`src/status_pin_consts.svh`:
```
// register offsets, field positions, reset values and write masks
`ifndef STATUS_PIN_CONSTS_SVH
`define STATUS_PIN_CONSTS_SVH

`define ADDR_PIN_CFG 3'h0
`define ADDR_SNAPSHOT 3'h1
`define ADDR_LIVE 3'h2
`define ADDR_SCRATCH 3'h3
`define ADDR_DRIVE_CFG 3'h4

`define CFG_OD_BIT 12
`define CFG_HIZ_BIT 11
`define CFG_PD_BIT 10
`define CFG_PU_BIT 9
`define CFG_POL_BIT 8
`define CFG_SEL_MSB 4
`define CFG_RESET 16'h0200
`define CFG_WMASK 16'h1f1f

`define SNAP_DIE_BIT 7

`define LIVE_OUT_BIT 1
`define LIVE_OE_BIT 0

`define DRV_OESEL_BIT 0
`define DRV_OEPOL_BIT 1
`define DRV_OD_MSB 3
`define DRV_OD_LSB 2
`define DRV_RESET 8'h0c
`define DRV_WMASK 8'h0f

`define SCRATCH_RESET 32'h00000000

`define SEL_LAST_LIVE 5'h04
`define SYNC_FILL 2'h2

`endif

```
`src/status_pin_pkg.sv`:
```
// types shared by the status pin block
package status_pin_pkg;

	typedef enum logic [4:0] {
		SEL_PLL_LOCK = 5'h00,
		SEL_REF0_LOS = 5'h02,
		SEL_XTAL_LOS = 5'h04,
		SEL_REF0_ACT = 5'h05,
		SEL_REF0_INVALID = 5'h07,
		SEL_DEV_INT = 5'h09,
		SEL_DEV_READY = 5'h0a,
		SEL_FORCE_LOW = 5'h1d,
		SEL_FORCE_HIGH = 5'h1e,
		SEL_NO_POLARITY = 5'h1f
	} sel_code_t;

	typedef struct packed {
		logic pll_lock;
		logic ref0_los;
		logic xtal_los;
		logic ref0_act;
		logic ref0_invalid;
		logic dev_ready;
	} status_sources_t;

	typedef struct packed {
		logic [2:0] addr;
		logic wr;
		logic rd;
		logic [31:0] wdata;
	} reg_req_t;

	typedef struct packed {
		logic status_pin;
		logic serial_data;
		logic serial_clock;
		logic output_enable_chip_select_pin;
		logic die_option_pad_value;
	} pin_levels_t;

endpackage

```
`src/startup_latch.sv`:
```
// pin synchronisers and the snapshot of pin levels taken at start-up
`timescale 1ns/1ns
`default_nettype none
`include "status_pin_consts.svh"

module startup_latch
	import status_pin_pkg::*;
(
	// clock and reset
	input wire logic clk_sys_in,
	input wire logic rst_in,
	// raw pins
	input wire pin_levels_t pins_in,
	// synchronised levels and snapshot
	output pin_levels_t pins_sync_out,
	output logic [3:0] pin_levels_at_power_up_out,
	output logic snapshot_valid_out
);

	pin_levels_t meta_r;
	pin_levels_t sync_r;
	logic [1:0] fill_r;
	logic [1:0] fill_nxt;
	logic [3:0] snap_r;
	logic [3:0] snap_nxt;
	logic valid_r;
	logic valid_nxt;

	// snapshot waits until the synchroniser holds real pin samples
	always_comb begin
		fill_nxt = fill_r;
		snap_nxt = snap_r;
		valid_nxt = valid_r;
		if (!valid_r) begin
			if (fill_r == `SYNC_FILL) begin
				snap_nxt = {sync_r.output_enable_chip_select_pin,
					sync_r.serial_clock, sync_r.serial_data,
					sync_r.status_pin};
				valid_nxt = 1'b1;
			end else begin
				fill_nxt = fill_r + 2'h1;
			end
		end
	end

	always_ff @(posedge clk_sys_in) begin
		if (rst_in) begin
			meta_r <= '0;
			sync_r <= '0;
			fill_r <= 2'h0;
			snap_r <= 4'h0;
			valid_r <= 1'b0;
		end else begin
			meta_r <= pins_in;
			sync_r <= meta_r;
			fill_r <= fill_nxt;
			snap_r <= snap_nxt;
			valid_r <= valid_nxt;
		end
	end

	assign pins_sync_out = sync_r;
	assign pin_levels_at_power_up_out = snap_r;
	assign snapshot_valid_out = valid_r;

endmodule
`default_nettype wire

```
`src/status_pin_output_control.sv`:
```
// status pin output control with its configuration and status registers
`timescale 1ns/1ns
`default_nettype none
`include "status_pin_consts.svh"

module status_pin_output_control
	import status_pin_pkg::*;
#(
	parameter int INT_W = 8
) (
	// clock and reset
	input wire logic clk_sys_in,
	input wire logic rst_in,
	// register port
	input wire reg_req_t reg_req_in,
	output logic [31:0] reg_rdata_out,
	output logic reg_rvalid_out,
	// internal conditions
	input wire status_sources_t src_in,
	input wire logic [INT_W-1:0] int_sts_in,
	input wire logic [INT_W-1:0] int_en_in,
	// pins sampled from outside
	input wire pin_levels_t pins_in,
	// status pin driver
	output logic status_pin_out,
	output logic status_pin_oe_out,
	output logic status_pin_pullup_en_out,
	output logic status_pin_pulldown_en_out,
	output logic [1:0] open_drain_strength_out,
	// clock output driver gate
	output logic clk_drivers_en_out
);

	initial begin
		if (INT_W < 1 || INT_W > 32) begin
			$error("INT_W must lie between 1 and 32");
		end
	end

	logic [15:0] cfg_r;
	logic [15:0] cfg_nxt;
	logic [7:0] drv_r;
	logic [7:0] drv_nxt;
	logic [31:0] scratch_r;
	logic [31:0] scratch_nxt;
	logic [31:0] rdata_r;
	logic [31:0] rdata_nxt;
	logic rvalid_r;
	logic rvalid_nxt;
	logic pin_r;
	logic pin_nxt;
	logic oe_r;
	logic oe_nxt;
	logic level_r;
	logic level_nxt;
	logic pu_r;
	logic pu_nxt;
	logic pd_r;
	logic pd_nxt;
	logic [1:0] strength_r;
	logic [1:0] strength_nxt;
	logic clk_en_r;
	logic clk_en_nxt;
	logic [4:0] sel;
	logic pol_eff;
	logic src_level;
	logic drive_level;
	pin_levels_t pins_sync;
	logic [3:0] power_up_levels;
	logic snapshot_valid;

	startup_latch u_startup (
		.clk_sys_in(clk_sys_in),
		.rst_in(rst_in),
		.pins_in(pins_in),
		.pins_sync_out(pins_sync),
		.pin_levels_at_power_up_out(power_up_levels),
		.snapshot_valid_out(snapshot_valid)
	);

	assign sel = cfg_r[`CFG_SEL_MSB:0];

	status_source_mux #(
		.INT_W(INT_W)
	) u_mux (
		.sel_in(sel),
		.src_in(src_in),
		.int_sts_in(int_sts_in),
		.int_en_in(int_en_in),
		.level_out(src_level)
	);

	function automatic logic [31:0] read_word(input logic [2:0] addr,
		input logic [15:0] cfg, input logic [7:0] drv,
		input logic [31:0] scr, input logic [7:0] snap,
		input logic [7:0] live);
		case (addr)
			`ADDR_PIN_CFG: read_word = {16'h0000, cfg};
			`ADDR_SNAPSHOT: read_word = {24'h000000, snap};
			`ADDR_LIVE: read_word = {24'h000000, live};
			`ADDR_SCRATCH: read_word = scr;
			`ADDR_DRIVE_CFG: read_word = {24'h000000, drv};
			default: read_word = 32'h00000000;
		endcase
	endfunction

	// register writes and reads
	always_comb begin
		logic [7:0] snap;
		logic [7:0] live;
		snap = 8'h00;
		live = 8'h00;
		cfg_nxt = cfg_r;
		drv_nxt = drv_r;
		scratch_nxt = scratch_r;
		if (reg_req_in.wr) begin
			case (reg_req_in.addr)
				`ADDR_PIN_CFG: cfg_nxt = reg_req_in.wdata[15:0] & `CFG_WMASK;
				`ADDR_SCRATCH: scratch_nxt = reg_req_in.wdata;
				`ADDR_DRIVE_CFG: drv_nxt = reg_req_in.wdata[7:0] & `DRV_WMASK;
				default: scratch_nxt = scratch_r;
			endcase
		end
		snap[3:0] = power_up_levels;
		snap[`SNAP_DIE_BIT] = pins_sync.die_option_pad_value;
		live[`LIVE_OUT_BIT] = (sel <= `SEL_LAST_LIVE) ? level_r : 1'b0;
		live[`LIVE_OE_BIT] = drv_r[`DRV_OESEL_BIT] ? 1'b0 :
			pins_sync.output_enable_chip_select_pin;
		rvalid_nxt = reg_req_in.rd;
		rdata_nxt = reg_req_in.rd ?
			read_word(reg_req_in.addr, cfg_r, drv_r, scratch_r, snap, live) :
			rdata_r;
	end

	// pin driver
	always_comb begin
		pol_eff = cfg_r[`CFG_POL_BIT] && (sel != SEL_NO_POLARITY);
		drive_level = src_level ^ pol_eff;
		level_nxt = drive_level;
		if (cfg_r[`CFG_HIZ_BIT]) begin
			pin_nxt = 1'b0;
			oe_nxt = 1'b0;
		end else if (cfg_r[`CFG_OD_BIT]) begin
			pin_nxt = 1'b0;
			oe_nxt = ~drive_level;
		end else begin
			pin_nxt = drive_level;
			oe_nxt = 1'b1;
		end
		pu_nxt = cfg_r[`CFG_PU_BIT];
		pd_nxt = cfg_r[`CFG_PD_BIT];
		strength_nxt = drv_r[`DRV_OD_MSB:`DRV_OD_LSB];
		clk_en_nxt = drv_r[`DRV_OESEL_BIT] ? 1'b1 :
			(pins_sync.output_enable_chip_select_pin ^
			drv_r[`DRV_OEPOL_BIT]);
	end

	always_ff @(posedge clk_sys_in) begin
		if (rst_in) begin
			cfg_r <= `CFG_RESET;
			drv_r <= `DRV_RESET;
			scratch_r <= `SCRATCH_RESET;
			rdata_r <= 32'h00000000;
			rvalid_r <= 1'b0;
			pin_r <= 1'b0;
			oe_r <= 1'b0;
			level_r <= 1'b0;
			pu_r <= 1'b1;
			pd_r <= 1'b0;
			strength_r <= 2'h3;
			clk_en_r <= 1'b0;
		end else begin
			cfg_r <= cfg_nxt;
			drv_r <= drv_nxt;
			scratch_r <= scratch_nxt;
			rdata_r <= rdata_nxt;
			rvalid_r <= rvalid_nxt;
			pin_r <= pin_nxt;
			oe_r <= oe_nxt;
			level_r <= level_nxt;
			pu_r <= pu_nxt;
			pd_r <= pd_nxt;
			strength_r <= strength_nxt;
			clk_en_r <= clk_en_nxt;
		end
	end

	assign reg_rdata_out = rdata_r;
	assign reg_rvalid_out = rvalid_r;
	assign status_pin_out = pin_r;
	assign status_pin_oe_out = oe_r;
	assign status_pin_pullup_en_out = pu_r;
	assign status_pin_pulldown_en_out = pd_r;
	assign open_drain_strength_out = strength_r;
	assign clk_drivers_en_out = clk_en_r;
endmodule
`default_nettype wire

```
`src/status_source_mux.sv`:
```
// picks the internal condition shown on the status pin
`timescale 1ns/1ns
`default_nettype none

module status_source_mux
	import status_pin_pkg::*;
#(
	parameter int INT_W = 8
) (
	// selection
	input wire logic [4:0] sel_in,
	// conditions
	input wire status_sources_t src_in,
	input wire logic [INT_W-1:0] int_sts_in,
	input wire logic [INT_W-1:0] int_en_in,
	// chosen level
	output logic level_out
);

	initial begin
		if (INT_W < 1) begin
			$error("INT_W must be at least 1");
		end
	end

	always_comb begin
		unique case (sel_in)
			SEL_PLL_LOCK: level_out = src_in.pll_lock;
			SEL_REF0_LOS: level_out = src_in.ref0_los;
			SEL_XTAL_LOS: level_out = src_in.xtal_los;
			SEL_REF0_ACT: level_out = src_in.ref0_act;
			SEL_REF0_INVALID: level_out = src_in.ref0_invalid;
			SEL_DEV_INT: level_out = |(int_sts_in & int_en_in);
			SEL_DEV_READY: level_out = src_in.dev_ready;
			SEL_FORCE_LOW: level_out = 1'b0;
			SEL_FORCE_HIGH: level_out = 1'b1;
			// reserved codes show a quiet low
			default: level_out = 1'b0;
		endcase
	end

endmodule
`default_nettype wire

```
`config.mk`:
```
export PLATFORM = sky130hd
export DESIGN_NAME = status_pin_output_control
export DESIGN_NICKNAME = d
export VERILOG_FILES = /design/src/status_pin_pkg.sv /design/src/startup_latch.sv /design/src/status_pin_output_control.sv /design/src/status_source_mux.sv
export VERILOG_INCLUDE_DIRS = /design/src
export SDC_FILE = /design/constraint.sdc
export NUM_CORES = 1
export LEC_CHECK = 0
export ABC_AREA = 1
export BUFFER_PORTS_ARGS = -buffer_cell sky130_fd_sc_hd__buf_2
export CAP_MARGIN = 20
export CORE_UTILIZATION = 47
export DETAILED_ROUTE_END_ITERATION = 16
export GPL_TIMING_DRIVEN = 0
export PLACE_DENSITY_LB_ADDON = 0.05
export SYNTH_ARGS = -nofsm -noshare
export SYNTH_HDL_FRONTEND = slang
export SYNTH_SLANG_ARGS = --single-unit
```
`constraint.sdc`:
```
create_clock -name clk_sys_in -period 1.16 [get_ports clk_sys_in]
set_input_delay 0.232 -clock clk_sys_in [delete_from_list [all_inputs] [get_ports clk_sys_in]]
set_output_delay 0.232 -clock clk_sys_in [all_outputs]
set_load 0.02 [all_outputs]
```
==> flow_metrics.py <==
metrics = {
    "run_status": {
        "status": "finished, violations left",
        "violations": "negative setup slack",
    },
    "sta": {
        "setup_slack_ns": -0.0265,
        "grt_setup_unrepaired": "yes",
        "fmax_ghz": 0.843,
        "setup-tns-final_ns": -0.0496,
        "tightestPinTransition_ns": 0.588,
        "finalCriticalPeriod_ns": 1.19,
        "whs_ns": 0.0569,
        "timing.final.crit_share": 1.02,
        "finalHoldViolCount": 0,
        "fin_skew_ns": 0.00901,
        "maxSlewHeadroom": 0.608,
        "maxSlewViolCount": 0,
        "setup_viol": 3,
    },
    "logic_synthesis": {
        "synth_cell_type_count": 23,
        "synth_fp_nets": 608,
        "postSynthCellCount": 541,
        "synth_area_um2": 4060,
        "async_flop_share": 0,
        "synth-seq-area-share": 0.513,
        "synth_top_area_cell": "dfxtp_1",
        "yosysMostFrequentCell": "nand2_1",
        "synthFlopType": "dfxtp_1",
        "synthTopCellsByArea": "dfxtp_1 (51%), nand2_1 (11%), a21oi_1 (9.6%), o21ai_0 (6.2%), inv_1 (3.9%)",
        "synth_top_area_frac": 0.513,
        "synth_edf_count": 0,
        "yosys_warnings": 0,
        "ys_top_cells_by_count": "nand2_1 (116), dfxtp_1 (104), a21oi_1 (78)",
        "ys_seq_elements": 104,
        "syn_area_per_cell_um2": 7.51,
    },
    "place": {
        "io_buffers": 103,
        "dpl.hpwl_um": 7410,
        "pre_cts_ws_ns": -0.207,
        "gp_congestion": 0.817,
        "placed_area_um2": 4710,
    },
    "floorplanning": {
        "initial_core_util": 0.489,
        "io_pins": 106,
        "core_um2": 8300,
        "die_width_um": 95.0,
        "die_y_um": 95.0,
        "die-area_um2": 9020,
        "rows": 33,
    },
    "clock_tree": {
        "ctsRootBufferMaster": "clkbuf_8",
        "clock_latency_ns": 0.37,
        "cts_buffer_depth": 2,
        "cts_tree": "yes",
        "cts_buffers": 9,
        "clk_pin_slew_worst_paths_ns": 0.10,
        "cts_hold_buf": 0,
        "cts_sinks": 104,
        "cts_max_level": 3,
    },
    "detailed_routing": {
        "drt-total-wl_um": 10600,
        "drtIter0Drc": 261,
        "wl_per_cell_um": 13.7,
        "remaining_drc_errors": 0,
        "ant_nets": 0,
        "vias": 3998,
        "avgViaCountPerCell": 5.20,
        "drt-pass1-iter-count": 4,
    },
    "critical_path": {
        "worstRegToRegCells": 7,
        "worst-path-stages": 7,
        "worstSetupStartpointType": "register",
        "crit_type": "reg -> reg",
        "r2r_end": "level_r",
        "r2r_slack_ns": -0.03,
        "path_cells": "buf_4 > nor3_4 > nand2_1 > nand3_2 > nand2_1 > nand2_2 > nor2_1",
        "r2r_start": "cfg_r[1]",
        "crit_buf_inv": 1,
        "worstPathArrival_ns": 1.45,
        "cp-end-kind": "register",
        "critPathSlowestCell": "dfxtp_4",
        "crit_fanout": 8,
        "path_delay_family": "simple AND/OR/NAND/NOR gates",
        "path_common_cell": "nand2_1",
        "critPathMaxStageDelay_ns": 0.40,
        "cp_data_required_time_ns": 1.42,
    },
    "grt": {
        "antenna_found_initial": 0,
        "track_usage": 0.240,
        "grt_pass1_wl_um": 16400,
        "grt-ovfl-total": 0,
        "grt_max_degree": 18,
        "grt_pass1_vias": 3553,
    },
    "cells_and_area": {
        "area_growth_syn_to_layout_pct": 25.4,
        "design_area_um2": 5090,
        "fillCellCount": 780,
        "layout-drive-gt1-share": 0.271,
        "final_nets": 726,
        "antenna_cells": 0,
    },
    "power": {
        "p_int_mw": 5.21,
        "vdd_drop_max_mv": 0.751,
        "p_leak_nw": 2.15,
        "switching_share": 0.274,
        "pwr-share-seq": 0.539,
        "comb_power_share": 0.137,
        "p_switching_mw": 1.97,
        "clock_power_share": 0.324,
        "power_density_nw_per_um2": 1410,
    },
    "min_path": {
        "holdPathEnd": "u_startup.meta_r[0]",
        "timing.hold.worst.class": "in -> reg",
        "worstHoldStart": "pins_in[0]",
        "holdPathStages": 3,
    },
    "job": {
        "drv_cap": 0,
    },
}
[per-stage QoR]
step / cells / util / power (mW)
final: 769 / 0.614 / 7.18
after global routing: 769 / 0.614 / 7.50
after CTS: 770 / 0.606 / 7.18
after detailed placement: 749 / 0.567 / 4.86
after global placement: 749 / 0.567 / 4.83
after floorplan: 541 / - / 4.51
[layout make-up]
cell class	instances	area [um^2]	share of cell area
Inverter	50	205	0.0403
Buffer	31	153	0.0300
Clock inverter	5	63.8	0.0125
Clock buffer	11	141	0.0278
Sequential cell	104	2100	0.412
Timing Repair Buffer	108	572	0.112
Tap cell	105	131	0.0258
Multi-Input combinational cell	355	1730	0.339
[state kept, by name (all words and copies together) (netlist names), 2 cells and up]
signal	cells
scratch_r	32
u_startup.pins_sync_out	5
drv_r	4
u_startup.fill_r	2
open_drain_strength_out	2
cfg_r	10
reg_rdata_out	32
u_startup.pin_levels_at_power_up_out	4
u_startup.meta_r	5
[worst max-delay path by stage]
stage,from,end,slack [ns]
5_1_grt,cfg_r[0],level_r,-0.08
3_3_place_gp,reg_req_in[32],reg_rdata_out[2],-0.21
6_report,cfg_r[1],level_r,-0.03
4_1_cts,cfg_r[1],status_pin_out,-0.01
3_5_place_dp,reg_req_in[32],reg_rdata_out[2],-0.21
2_1_floorplan,cfg_r[1],level_r,0.04
[layout by cell type, fill, tap and decap left out, types with 5 or more instances in the layout]
cell and n:
a21oi_1 77, nand2_1 114, nor2_1 29, buf_4 14
nand3_1 29, buf_2 108, o22ai_1 9, clkbuf_8 10
dfxtp_4 5, o21ai_0 46, o21ai_1 14, clkbuf_1 15
nand4_1 5, inv_1 38, dfxtp_1 99, nor2_2 9
inv_2 8
[cell families after synthesis]
group | Yosys count | synth area share
buffers and inverters | 82 | 0.0850
flip-flops | 104 | 0.513
AND/OR/NAND/NOR | 199 | 0.201
XOR/XNOR | 1 | 0.00216
adder cells (fa/ha/maj) | 1 | 0.00308
AO/OA/AOI/OAI | 154 | 0.196
[power by group through the flow]
stage	Combinational (mW)	Sequential, mW	Clock, mW
final	0.980	3.87	2.33
after detailed placement	0.914	3.94	0
after floorplan	0.512	4.00	0
after global routing	1.10	3.90	2.50
after global placement	0.889	3.94	0
after CTS	0.944	3.86	2.38
[per-layer routing]
metal,vias up,global-route usage,part of all wire
met5,-,0,0
met4,0,0.119,0.020
met3,16,0.0531,0.071
met2,151,0.391,0.48
met1,1819,0.299,0.43
li1,2012,-,-
[timing repair]
item / CTS / global route
gates cloned: 0 / 0
resized for setup: 33 / 25
pin swaps: 11 / 10
setup endpoints to repair: 8 / 17
setup buffers: 5 / 0
[tightest hold or removal path: stages]
cell    delay (ns)
buf_2         0.07
inv_1         0.03
nor2_1        0.06
No activity file was read; power rests on OpenSTA's default activity.
